[config.mk]
export PLATFORM = sky130hd
export DESIGN_NAME = io_process_image
export DESIGN_NICKNAME = d
export VERILOG_FILES = /design/src/rtl/io_image_pkg.sv /design/src/rtl/substitute_if.sv /design/src/rtl/io_process_image.sv /design/src/rtl/substitute_select.sv
export SDC_FILE = /design/constraint.sdc
export NUM_CORES = 1
export LEC_CHECK = 0
export BUFFER_PORTS_ARGS = -buffer_cell sky130_fd_sc_hd__buf_2
export CAP_MARGIN = 10
export CORE_UTILIZATION = 44
export CTS_BUF_LIST = sky130_fd_sc_hd__clkbuf_4 sky130_fd_sc_hd__clkbuf_8
export DETAILED_ROUTE_END_ITERATION = 8
export GPL_TIMING_DRIVEN = 0
export SYNTH_ARGS = -nofsm -noshare
export SYNTH_HDL_FRONTEND = slang
export SYNTH_SLANG_ARGS = --single-unit
[constraint.sdc]
create_clock -name clk -period 2.9 [get_ports clk]
set_clock_uncertainty 0.15 [all_clocks]
set_input_delay 0.58 -clock clk [delete_from_list [all_inputs] [get_ports clk]]
set_output_delay 0.58 -clock clk [all_outputs]
set_load 0.01 [all_outputs]
[src/rtl/io_image_pkg.sv]
// constants and types shared by the process-image design files
package io_image_pkg;

   // ==========================================
   // connection types
   typedef enum logic [1:0] {
      conn_none,
      conn_owner,
      conn_input_only,
      conn_listen_only
   } conn_type_type;

   // ==========================================
   // process data sizes in bytes and input byte indices
   localparam int unsigned IN_DATA_BYTES      = 5;
   localparam int unsigned OUT_DATA_BYTES_OWN = 1;
   localparam int unsigned CFG_DATA_BYTES     = 2;
   localparam logic [2:0]  IN_LAST_BYTE       = 3'h4;
   localparam logic [2:0]  IN_SENSE_BYTE      = 3'h4;

   // data set numbers
   localparam logic [7:0] DATASET_OUT = 8'h64;
   localparam logic [7:0] DATASET_IN  = 8'h65;
   localparam logic [7:0] DATASET_CFG = 8'h66;

   // ==========================================
   // configuration byte offsets, reset values and mode limit
   localparam logic       CFG_MODE_OFFSET    = 1'h0;
   localparam logic       CFG_PATTERN_OFFSET = 1'h1;
   localparam logic [1:0] MODE_RESET         = 2'h0;
   localparam logic [7:0] PATTERN_RESET      = 8'h00;
   localparam logic [7:0] MODE_MAX           = 8'h03;

   // substitute modes
   localparam logic [1:0] MODE_ALL_LOW  = 2'h0;
   localparam logic [1:0] MODE_ALL_HIGH = 2'h1;
   localparam logic [1:0] MODE_HOLD     = 2'h2;
   localparam logic [1:0] MODE_PATTERN  = 2'h3;

   // ==========================================
   // status word layout
   localparam int unsigned ST_OUT_SHORT     = 0;
   localparam int unsigned ST_OUT_OVERLOAD  = 1;
   localparam int unsigned ST_RAIL_SHORT    = 2;
   localparam int unsigned ST_RAIL_UNDERV   = 3;
   localparam int unsigned ST_LOGIC_OVERLD  = 4;
   localparam int unsigned ST_LOGIC_UNDERV  = 5;
   localparam int unsigned ST_FLAG_BITS     = 6;
   localparam logic [25:0] ST_RESERVED      = 26'h000_0000;

   // ==========================================
   // switch position that restores delivery defaults
   localparam logic [3:0] RESTORE_POSITION = 4'hF;

   // ==========================================
   // timing
   localparam int unsigned CLK_KHZ        = 40000;
   localparam int unsigned CLK_MHZ        = 40;
   localparam int unsigned ACCEPT_MS      = 350;
   localparam int unsigned CYCLIC_MS      = 500;
   localparam int unsigned RING_US        = 3000;
   localparam int unsigned FLASH_HALF_MS  = 250;
   // longest times round down; the ring bound is strict, hence the minus one
   localparam int unsigned ACCEPT_CYCLES  = ACCEPT_MS * CLK_KHZ;
   localparam int unsigned CYCLIC_CYCLES  = CYCLIC_MS * CLK_KHZ;
   localparam int unsigned RING_CYCLES    = RING_US * CLK_MHZ - 1;
   localparam int unsigned FLASH_CYCLES   = FLASH_HALF_MS * CLK_KHZ;

endpackage

[src/rtl/substitute_if.sv]
// carrier between the process-image core and the output selector
`timescale 1ns/1ps
`default_nettype none
interface substitute_if;
   logic [1:0] mode;
   logic [7:0] pattern;
   logic [7:0] scanner_data;
   logic       owner_live;
   logic [7:0] drive;

   modport selector (
      input  mode,
      input  pattern,
      input  scanner_data,
      input  owner_live,
      output drive
   );
   modport core (
      output mode,
      output pattern,
      output scanner_data,
      output owner_live,
      input  drive
   );
endinterface
`default_nettype wire

[src/rtl/io_process_image.sv]
// process-image core: data sets, configuration, startup timing and lamps
// Summary of operation
// - every connection type returns five input bytes to the scanner.
// - owner connections carry one output byte; other types carry none.
// - owner and input-only carry two config bytes; listen-only carries none.
// - output data set 100; bit n drives output channel n+1.
// - the output byte holds channels 1 to 8 only.
// - input data set 101; bytes 0-3 status word, byte 4 sense channels.
// - byte 4 bit n reflects sense channel n+1.
// - status word bits 31 down to 6 read zero.
// - status bits 0-5: output short/overload, rail short/undervoltage, logic supply.
// - config byte 0 picks substitute mode 0 to 3, default 0.
// - config byte 1 is the pattern, used only in mode 3.
// - ready for connection requests within 350 ms of power up.
// - cyclic connection possible within 500 ms of power up.
// - network lamp green, steady or flashing, once boot completes.
// - ready lamp flashes yellow during a firmware update.
// - switch position 0F restores delivery defaults.
// - ring loss detected and reconfigured in under 3 ms.
`timescale 1ns/1ps
`default_nettype none
module io_process_image #(
   parameter int unsigned ACCEPT_CYCLES = io_image_pkg::ACCEPT_CYCLES,
   parameter int unsigned CYCLIC_CYCLES = io_image_pkg::CYCLIC_CYCLES,
   parameter int unsigned RING_CYCLES   = io_image_pkg::RING_CYCLES,
   parameter int unsigned FLASH_CYCLES  = io_image_pkg::FLASH_CYCLES
) (
   input  wire logic       clk,
   input  wire logic       rst_n,
   // connection management
   input  wire logic       conn_open_req,
   input  wire logic [1:0] conn_open_type,
   input  wire logic       conn_open_multicast,
   input  wire logic       conn_close,
   output logic            conn_accepted_q,
   output logic            conn_refused_q,
   output logic [1:0]      conn_state_q,
   // output data set
   input  wire logic       out_wr,
   input  wire logic [7:0] out_wr_data,
   output logic [7:0]      out_channel_q,
   // input data set
   input  wire logic       in_rd,
   input  wire logic [2:0] in_rd_index,
   output logic [7:0]      in_rd_data_q,
   output logic            in_rd_valid_q,
   // configuration data set
   input  wire logic       cfg_wr,
   input  wire logic       cfg_wr_index,
   input  wire logic [7:0] cfg_wr_data,
   output logic            cfg_wr_error_q,
   output logic [1:0]      cfg_mode_q,
   output logic [7:0]      cfg_pattern_q,
   // field side
   input  wire logic [7:0] device_sense_channel,
   input  wire logic [5:0] fault_flags,
   // system
   input  wire logic [3:0] rotary_position,
   input  wire logic       fw_update_active,
   input  wire logic       ring_segment_lost,
   output logic            ring_reconfigured_q,
   output logic            accept_ready_q,
   output logic            cyclic_ready_q,
   output logic            defaults_restored_q,
   output logic            net_lamp_green_q,
   output logic            ready_lamp_yellow_q
);

   // ==========================================
   // helpers
   function automatic logic type_has_cfg(input logic [1:0] t);
      return (t == io_image_pkg::conn_owner) || (t == io_image_pkg::conn_input_only);
   endfunction

   function automatic logic done_at(input logic [31:0] cnt, input int unsigned lim);
      return cnt >= lim[31:0];
   endfunction

   substitute_if sub ();

   logic [31:0] boot_cnt_q;
   logic [31:0] ring_cnt_q;
   logic [31:0] flash_cnt_q;
   logic        ring_busy_q;
   logic        ring_lost_q;
   logic        flash_phase_q;
   logic        flash_tick;
   logic [7:0]  out_data_q;
   logic [7:0]  sense_q;
   logic [31:0] status_q;
   logic        restore;
   logic        owner_live;
   logic        open_ok;

   // ==========================================
   // startup timers
   // accept and cyclic windows
   always_ff @(posedge clk) begin
      if (!rst_n) begin
         boot_cnt_q     <= 32'h0000_0000;
         accept_ready_q <= 1'b0;
         cyclic_ready_q <= 1'b0;
      end else begin
         if (!done_at(boot_cnt_q, CYCLIC_CYCLES)) begin
            boot_cnt_q <= boot_cnt_q + 32'h0000_0001;
         end
         if (done_at(boot_cnt_q, ACCEPT_CYCLES - 1)) begin
            accept_ready_q <= 1'b1;
         end
         if (done_at(boot_cnt_q, CYCLIC_CYCLES - 1)) begin
            cyclic_ready_q <= 1'b1;
         end
      end
   end

   // ==========================================
   // connection management
   // listen-only must be multicast
   assign open_ok = accept_ready_q
                  && (conn_state_q == io_image_pkg::conn_none)
                  && (conn_open_type != io_image_pkg::conn_none)
                  && !((conn_open_type == io_image_pkg::conn_listen_only)
                       && !conn_open_multicast);

   always_ff @(posedge clk) begin
      if (!rst_n) begin
         conn_state_q    <= io_image_pkg::conn_none;
         conn_accepted_q <= 1'b0;
         conn_refused_q  <= 1'b0;
      end else begin
         conn_accepted_q <= 1'b0;
         conn_refused_q  <= 1'b0;
         if (conn_close) begin
            conn_state_q <= io_image_pkg::conn_none;
         end else if (conn_open_req) begin
            if (open_ok) begin
               conn_state_q    <= conn_open_type;
               conn_accepted_q <= 1'b1;
            end else begin
               conn_refused_q <= 1'b1;
            end
         end
      end
   end

   // ==========================================
   // output data set
   // cyclic data only once startup allows it
   assign owner_live = cyclic_ready_q && (conn_state_q == io_image_pkg::conn_owner);

   // only an owner carries output data
   // whole byte is channels 1 to 8
   always_ff @(posedge clk) begin
      if (!rst_n) begin
         out_data_q <= 8'h00;
      end else if (out_wr && owner_live) begin
         out_data_q <= out_wr_data;
      end
   end

   assign sub.mode         = cfg_mode_q;
   assign sub.pattern      = cfg_pattern_q;
   assign sub.scanner_data = out_data_q;
   // scanner data only while owner is live
   assign sub.owner_live   = owner_live;

   substitute_select u_select (
      .clk   (clk),
      .rst_n (rst_n),
      .sel   (sub.selector)
   );

   // selector holds the flop; mirror it so the port is registered here too
   always_ff @(posedge clk) begin
      if (!rst_n) begin
         out_channel_q <= 8'h00;
      end else begin
         out_channel_q <= sub.drive;
      end
   end

   // ==========================================
   // input data set
   always_ff @(posedge clk) begin
      if (!rst_n) begin
         sense_q  <= 8'h00;
         status_q <= 32'h0000_0000;
      end else begin
         sense_q  <= device_sense_channel;
         status_q <= {io_image_pkg::ST_RESERVED,
                      fault_flags[io_image_pkg::ST_LOGIC_UNDERV],
                      fault_flags[io_image_pkg::ST_LOGIC_OVERLD],
                      fault_flags[io_image_pkg::ST_RAIL_UNDERV],
                      fault_flags[io_image_pkg::ST_RAIL_SHORT],
                      fault_flags[io_image_pkg::ST_OUT_OVERLOAD],
                      fault_flags[io_image_pkg::ST_OUT_SHORT]};
      end
   end

   // five bytes for any open connection
   always_ff @(posedge clk) begin
      if (!rst_n) begin
         in_rd_data_q  <= 8'h00;
         in_rd_valid_q <= 1'b0;
      end else begin
         in_rd_valid_q <= 1'b0;
         if (in_rd && (conn_state_q != io_image_pkg::conn_none)
             && (in_rd_index <= io_image_pkg::IN_LAST_BYTE)) begin
            in_rd_valid_q <= 1'b1;
            if (in_rd_index == io_image_pkg::IN_SENSE_BYTE) begin
               in_rd_data_q <= sense_q;
            end else begin
               in_rd_data_q <= status_q[{in_rd_index[1:0], 3'h0} +: 8];
            end
         end
      end
   end

   // ==========================================
   // configuration data set
   assign restore = (rotary_position == io_image_pkg::RESTORE_POSITION);

   always_ff @(posedge clk) begin
      if (!rst_n) begin
         cfg_mode_q     <= io_image_pkg::MODE_RESET;
         cfg_pattern_q  <= io_image_pkg::PATTERN_RESET;
         cfg_wr_error_q <= 1'b0;
      end else begin
         cfg_wr_error_q <= 1'b0;
         if (restore) begin
            cfg_mode_q    <= io_image_pkg::MODE_RESET;
            cfg_pattern_q <= io_image_pkg::PATTERN_RESET;
         end else if (cfg_wr) begin
            if (!type_has_cfg(conn_state_q)) begin
               cfg_wr_error_q <= 1'b1;
            end else if (cfg_wr_index == io_image_pkg::CFG_MODE_OFFSET) begin
               if (cfg_wr_data > io_image_pkg::MODE_MAX) begin
                  cfg_wr_error_q <= 1'b1;
               end else begin
                  cfg_mode_q <= cfg_wr_data[1:0];
               end
            end else begin
               cfg_pattern_q <= cfg_wr_data;
            end
         end
      end
   end

   always_ff @(posedge clk) begin
      if (!rst_n) begin
         defaults_restored_q <= 1'b0;
      end else begin
         defaults_restored_q <= restore;
      end
   end

   // ==========================================
   // ring reconfiguration
   // fixed latency below 3 ms
   always_ff @(posedge clk) begin
      if (!rst_n) begin
         ring_lost_q         <= 1'b0;
         ring_busy_q         <= 1'b0;
         ring_cnt_q          <= 32'h0000_0000;
         ring_reconfigured_q <= 1'b0;
      end else begin
         ring_lost_q         <= ring_segment_lost;
         ring_reconfigured_q <= 1'b0;
         if (ring_segment_lost && !ring_lost_q && !ring_busy_q) begin
            ring_busy_q <= 1'b1;
            ring_cnt_q  <= 32'h0000_0000;
         end else if (ring_busy_q) begin
            if (done_at(ring_cnt_q, RING_CYCLES - 1)) begin
               ring_busy_q         <= 1'b0;
               ring_reconfigured_q <= 1'b1;
            end else begin
               ring_cnt_q <= ring_cnt_q + 32'h0000_0001;
            end
         end
      end
   end

   // ==========================================
   // lamps
   assign flash_tick = done_at(flash_cnt_q, FLASH_CYCLES - 1);

   // flash divider gives a one-cycle enable each half period
   always_ff @(posedge clk) begin
      if (!rst_n) begin
         flash_cnt_q   <= 32'h0000_0000;
         flash_phase_q <= 1'b0;
      end else if (flash_tick) begin
         flash_cnt_q   <= 32'h0000_0000;
         flash_phase_q <= !flash_phase_q;
      end else begin
         flash_cnt_q <= flash_cnt_q + 32'h0000_0001;
      end
   end

   // green after boot: steady with connection, flashing without
   always_ff @(posedge clk) begin
      if (!rst_n) begin
         net_lamp_green_q    <= 1'b0;
         ready_lamp_yellow_q <= 1'b0;
      end else begin
         if (!accept_ready_q) begin
            net_lamp_green_q <= 1'b0;
         end else if (conn_state_q != io_image_pkg::conn_none) begin
            net_lamp_green_q <= 1'b1;
         end else begin
            net_lamp_green_q <= flash_phase_q;
         end
         ready_lamp_yellow_q <= fw_update_active && flash_phase_q;
      end
   end

endmodule
`default_nettype wire

[src/rtl/substitute_select.sv]
// output channel selector between scanner data and substitute values
`timescale 1ns/1ps
`default_nettype none
module substitute_select (
   input  wire logic     clk,
   input  wire logic     rst_n,
   substitute_if.selector sel
);

   logic [7:0] drive_q;
   logic [7:0] drive_d;

   // ==========================================
   // choice of drive value
   always_comb begin
      drive_d = drive_q;
      if (sel.owner_live) begin
         drive_d = sel.scanner_data;
      end else begin
         case (sel.mode)
            io_image_pkg::MODE_ALL_LOW:  drive_d = 8'h00;
            io_image_pkg::MODE_ALL_HIGH: drive_d = 8'hFF;
            io_image_pkg::MODE_HOLD:     drive_d = drive_q;
            default:                     drive_d = sel.pattern;
         endcase
      end
   end

   always_ff @(posedge clk) begin
      if (!rst_n) begin
         drive_q <= 8'h00;
      end else begin
         drive_q <= drive_d;
      end
   end

   assign sel.drive = drive_q;

endmodule
`default_nettype wire

## After elaboration in Yosys (flattened, before gate mapping)

Index checks and enable logic that the tools add are counted.

| operators by class | value |
|---|---|
| $add $sub $neg | 3 |
| magnitude comparators | 7 |
| eq/ne operators | 8 |
| shifts and indexed selects | 1 |
| mux-type cells | 14 |
| bitwise logic cells | 7 |
| reduce and logical (&&, ||, !) cells | 33 |

Operators with widths:

| operator | count |
|---|---|
| 32-bit by 1-bit adder with 32-bit output (second input constant) | 3 |
| 32-bit by 24-bit greater-or-equal comparator with 1-bit output (second input constant) | 2 |
| 32-bit by 25-bit greater-or-equal comparator with 1-bit output (second input constant) | 2 |
| 32-bit by 17-bit greater-or-equal comparator with 1-bit output (second input constant) | 1 |
| 32-bit by 6-bit indexed part select with 8-bit output | 1 |
| 8-bit case mux with 3 select lines | 1 |
| 8-bit two-way mux | 2 |
| 1-bit logical AND | 11 |
| 1-bit two-way mux | 11 |
| 3-bit OR reduction | 3 |
| 8-bit by 2-bit > comparator with 1-bit output (second input constant) | 1 |
| 2-bit OR reduction | 4 |
| 1-bit inverter | 7 |
| 2-bit equality test (second input constant) | 3 |
| 2-bit AND reduction | 3 |
| 1-bit zero test | 5 |
| 2-bit by 1-bit equality test with 1-bit output (second input constant) | 2 |
| 4-bit equality test (second input constant) | 1 |
| 2-bit zero test | 2 |
| 4-bit AND reduction | 1 |
| 2-bit nonzero test | 2 |
| 3-bit equality test (second input constant) | 1 |
| 3-bit <= comparator (second input constant) | 1 |
| 3-bit AND reduction | 1 |
| 2 further kinds | 2 |

| storage, ports and cells | value |
|---|---|
| register bits after elaboration | 193 |
| bits of input ports | 50 |
| output and inout port bits | 38 |

## Logic depth before layout (Yosys ltp)

| depth | value |
|---|---|
| word-level depth | 5 |
| gate-level depth with buffers | 8 |

## By module

A second synthesis with hierarchy kept.

| second synthesis, totals | value |
|---|---|
| cells, all modules | 735 |
| area, all modules | 6815.3 sq um |

Modules (own cells, without submodules):

| module | instances | cells each | area each (sq um) | seq. area each (sq um) |
|---|---|---|---|---|
| io_process_image | 1 | 682 | 6364.9 | 3183.1 |
| substitute_select | 1 | 53 | 450.4 | 160.2 |

## Worst setup path after synthesis

Ideal clock, no wire load.

| timing path | value |
|---|---|
| path kind | input to register |
| start | input port in_rd_index[2] |
| end | register in_rd_data_q[6] |
| setup time | 0.117 ns |
| arrival | 1.752 ns |
| data required time | 2.633 ns |
| setup slack | 0.881 ns |
| stages on the path | 7 |
| path buffers | 2 |
| cell sequence | clkbuf_1 o21ai_0 nand3b_1 or4_1 clkbuf_1 inv_1 a32o_1 |

| between the ends | value |
|---|---|
| word-level cells in the longest chain between the ends | 2 |
| elaborated cells on any way between the ends | 4 |
| classes of those cells | 1 x order compare; 1 x eq/ne; 1 x mux; 1 x reduce/logical |

RTL lines:

| item | RTL line | RTL |
|---|---|---|
| start, declared | io_process_image.sv:44 | `input wire logic [2:0] in_rd_index,` |
| 3-bit <= comparator / 3-bit equality test (equally long branches) | io_process_image.sv:208, io_process_image.sv:210 |  |
| 1-bit logical AND / 8-bit two-way mux (equally long branches) | io_process_image.sv:208, io_process_image.sv:210 |  |
| end signal, assigned | io_process_image.sv:211 | `in_rd_data_q <= sense_q;` |
| end signal, assigned | io_process_image.sv:213 | `in_rd_data_q <= status_q[{in_rd_index[1:0], 3'h0} +: 8];` |
| end, declared | io_process_image.sv:45 | `output logic [7:0] in_rd_data_q,` |

Several ways; a longest one is shown, not always the timed one.
A chain may end at the register's enable or synchronous reset.

## Worst setup path after layout

| timing path | value |
|---|---|
| start | register boot_cnt_q[0] |
| end | register boot_cnt_q[20] |

| between the ends | value |
|---|---|
| word-level cells in the longest chain between the ends | 1 |
| elaborated cells on any way between the ends | 2 |
| classes of those cells | 1 x add/sub; 1 x order compare |

RTL lines:

| item | RTL line | RTL |
|---|---|---|
| start, declared | io_process_image.sv:81 | `logic [31:0] boot_cnt_q;` |
| start signal, assigned | io_process_image.sv:105 | `boot_cnt_q <= boot_cnt_q + 32'h0000_0001;` |
| 32-bit by 1-bit adder with 32-bit output / 32-bit by 25-bit greater-or-equal comparator with 1-bit output (equally long branches) | io_process_image.sv:105, io_process_image.sv:76 |  |

Several ways; a longest one is shown, not always the timed one.

==> impl_metrics.env <==
export IMPL_post_place_cells=1005
export IMPL_drive_gt1_frac=0.168
export IMPL_clockBufferDepth=2
export IMPL_hold_violations=0
export IMPL_clk_latency_ns=0.45
export IMPL_place_ws_ns=0.437
export IMPL_drtIter0Drc=312
export IMPL_nNetsFinal=897
export IMPL_die_x_um=125
export IMPL_cts_sink_count=167
export IMPL_htreeDepth=4
export IMPL_postCtsSetupBuffers=0
export IMPL_synth_top_area_frac=0.500
export IMPL_tns_ns=0
export IMPL_final_common_cell="dfxtp_1"
export IMPL_maxCapViolations=0
export IMPL_p_per_area_nw_per_um2=538
export IMPL_pwr_share_seq=0.558
export IMPL_gr_max_usage_layer="met2"
export IMPL_core_area_um2=14700
export IMPL_crit_path_end_kind="flip-flop"
export IMPL_final_area_um2=7770
export IMPL_critical_path_slowest_cell="nor4_1"
export IMPL_netlist_instances=729
export IMPL_dp_hpwl_um=11100
export IMPL_die_area_um2=15700
export IMPL_cts_buffers_inserted=17
export IMPL_grt_pass1_vias=5381
export IMPL_placedInstanceArea_um2=7370
export IMPL_track_usage=0.203
export IMPL_synth_distinct_cells=53
export IMPL_dr_pass1_iters=6
export IMPL_diodes=0
export IMPL_slew_headroom=0.489
export IMPL_stdcell_count=1037
export IMPL_grt_start_max_net_pins=17
export IMPL_wirelength_um=15100
export IMPL_rows=44
export IMPL_vias_per_cell=5.28
export IMPL_peakVddDrop_mv=0.316
export IMPL_vias=5478
export IMPL_hold_buffers=0
export IMPL_synthFlopType="dfxtp_1"
export IMPL_cp_data_required_time_ns=3.14
export IMPL_period_share=0.873
export IMPL_yosys_area_top_type="dfxtp_1"
export IMPL_violations="design-rule violations"
export IMPL_antenna_found_initial=0
export IMPL_fillers=1332
export IMPL_final_cell_mix="dfxtp_1 (167), buf_2 (88), nor2_1 (82)"
export IMPL_power_frac_comb=0.035
export IMPL_setup_slack_ns=0.367
export IMPL_slew_violations=0
export IMPL_detail_route_antenna_nets=0
export IMPL_async_flop_share=0
export IMPL_rsz0062_at_grt="false"
export IMPL_syn_area_um2=6690
export IMPL_die_height_um=125
export IMPL_cts_resized=0
export IMPL_setup_viol=0
export IMPL_p_switching_mw=1.00
export IMPL_grt_pass1_wl_um=25800
export IMPL_path_max_fanout=5
export IMPL_p_clk_frac=0.407
export IMPL_synth_seq_cells=167
export IMPL_min_path_type="input pin to flip-flop"
export IMPL_io_buffer_count=85
export IMPL_routedWlPerCell_um=14.5
export IMPL_crit_chain="ha_1 -> nand3_1 -> nor4_1 -> nand4_1 -> or3_1 -> a21oi_1"
export IMPL_avgSynthCellArea_um2=9.17
export IMPL_met2_usage=0.326
export IMPL_start_util=0.455
export IMPL_worst_path_largest_cell_delay_ns=0.58
export IMPL_ys_top_cells_by_area="dfxtp_1 (50%), mux2i_1 (6.0%), nor2_1 (4.6%), nand2_1 (3.8%), and2_1 (3.1%)"
export IMPL_grtUsageMet1=0.256
export IMPL_power_total_mw=4.18
export IMPL_ys_seq_area_frac=0.500
export IMPL_status="finished with violations"
export IMPL_area_delta_synth_final_pct=16.3
export IMPL_cts_tree="yes"
export IMPL_period_minus_slack_ns=2.53
export IMPL_cellLeakagePower_nw=3.25
export IMPL_internal_power_mw=3.18
export IMPL_tightest_slew_ns=0.763
export IMPL_root_buffer="clkbuf_8"
export IMPL_switching_share=0.240
export IMPL_gp_routability_congestion=0.862
export IMPL_cp_arrival_ns=2.77
export IMPL_gr_total_overflow=0
export IMPL_startpoint_type="flip-flop"
export IMPL_clk_pin_slew_ns=0.09
export IMPL_gr_usage_met3=0.0638
export IMPL_synth_edf_count=0
export IMPL_worstSetupPathType="flip-flop to flip-flop"
export IMPL_utilization=0.529
export IMPL_ys_warn_count=0
export IMPL_drc=7
export IMPL_holdWs_ns=0.172
export IMPL_clock_fmax_ghz=0.395
export IMPL_num_io_pins=88
## layout make-up
type	instances	area, um^2	area share
Inverter	16	60.1	0.00773
Clock inverter	14	164	0.0211
Timing Repair Buffer	85	425	0.0547
Clock buffer	18	241	0.0311
Multi-Input combinational cell	523	3180	0.409
Tap cell	184	230	0.0296
Buffer	30	131	0.0169
Sequential cell	167	3340	0.430
## registers in the layout, summed over array words and instances (netlist names), 2 cells and up
name                cells
status_q                6
boot_cnt_q             32
cfg_mode_q              2
sense_q                 8
ring_cnt_q             32
in_rd_data_q            8
conn_state_q            2
cfg_pattern_q           8
u_select.sel.drive      8
out_channel_q           8
out_data_q              8
flash_cnt_q            32
## worst max-delay path: cells and delay by family, from the launching register on
family                     cells  cell delay [ns]
DFF                            1             0.43
AOI/OAI and AO/OA              1             0.15
adders and majority gates      1             0.27
and+or+nand+nor                4             1.46
## kinds of logic (layout without fill, tap and decap cells)
group	count (synthesis)	after routing	share of synthesized area
AO/OA/AOI/OAI	98	98	0.0949
buffers and inverters	46	163	0.0286
adder cells (fa/ha/maj)	7	7	0.0131
other	1	8	0.000561
flip-flops	167	167	0.500
XOR/XNOR	28	28	0.0367
multiplexers	40	40	0.0599
AND/OR/NAND/NOR	342	342	0.266
## cell usage after synthesis, types with 3 or more instances
cell type  number
or4_1           7
nor4_1         11
or2_2           3
a21oi_1        28
mux2i_1        40
or3_1          16
nand2_1        68
o21ai_0        36
nand3_1        31
xnor2_1        22
xor2_1          6
o21a_1          3
o221a_2         8
buf_2           3
nand4_1        19
and4_1          8
nand2b_1       13
nor2_1         82
clkbuf_1       23
inv_1          16
and3_1         22
dfxtp_1       167
ha_1            7
o2111ai_1       4
and2_1         33
nor3_1         18
## per-layer routing
| layer | up-vias | wire length [um] | share of wire |
|---|---|---|---|
| met5 | - | 0 | 0 |
| met4 | 0 | 293 | 0.019 |
| met3 | 27 | 1030 | 0.068 |
| met2 | 154 | 6710 | 0.44 |
| met1 | 2520 | 7060 | 0.47 |
| li1 | 2777 | - | - |
## power by group through the flow
stage	Combinational [mW]	Clock [mW]	Sequential (mW)
floorplan	0.0795	0	2.38
global placement	0.146	0	2.38
detailed placement	0.149	0	2.38
CTS	0.150	1.74	2.33
global route	0.167	1.86	2.33
finish	0.148	1.70	2.33
## path summary, 6_finish.rpt
kind	cells past startpoint	endpoint	from	slack, ns
min reg2reg	2	in_rd_data_q[4]	in_rd_data_q[4]	0.31
max reg2reg	6	boot_cnt_q[20]	boot_cnt_q[0]	0.37
max	6	boot_cnt_q[20]	boot_cnt_q[0]	0.37
min	2	sense_q[4]	device_sense_channel[4]	0.17
Note: power is estimated with default switching activity, not from simulation.
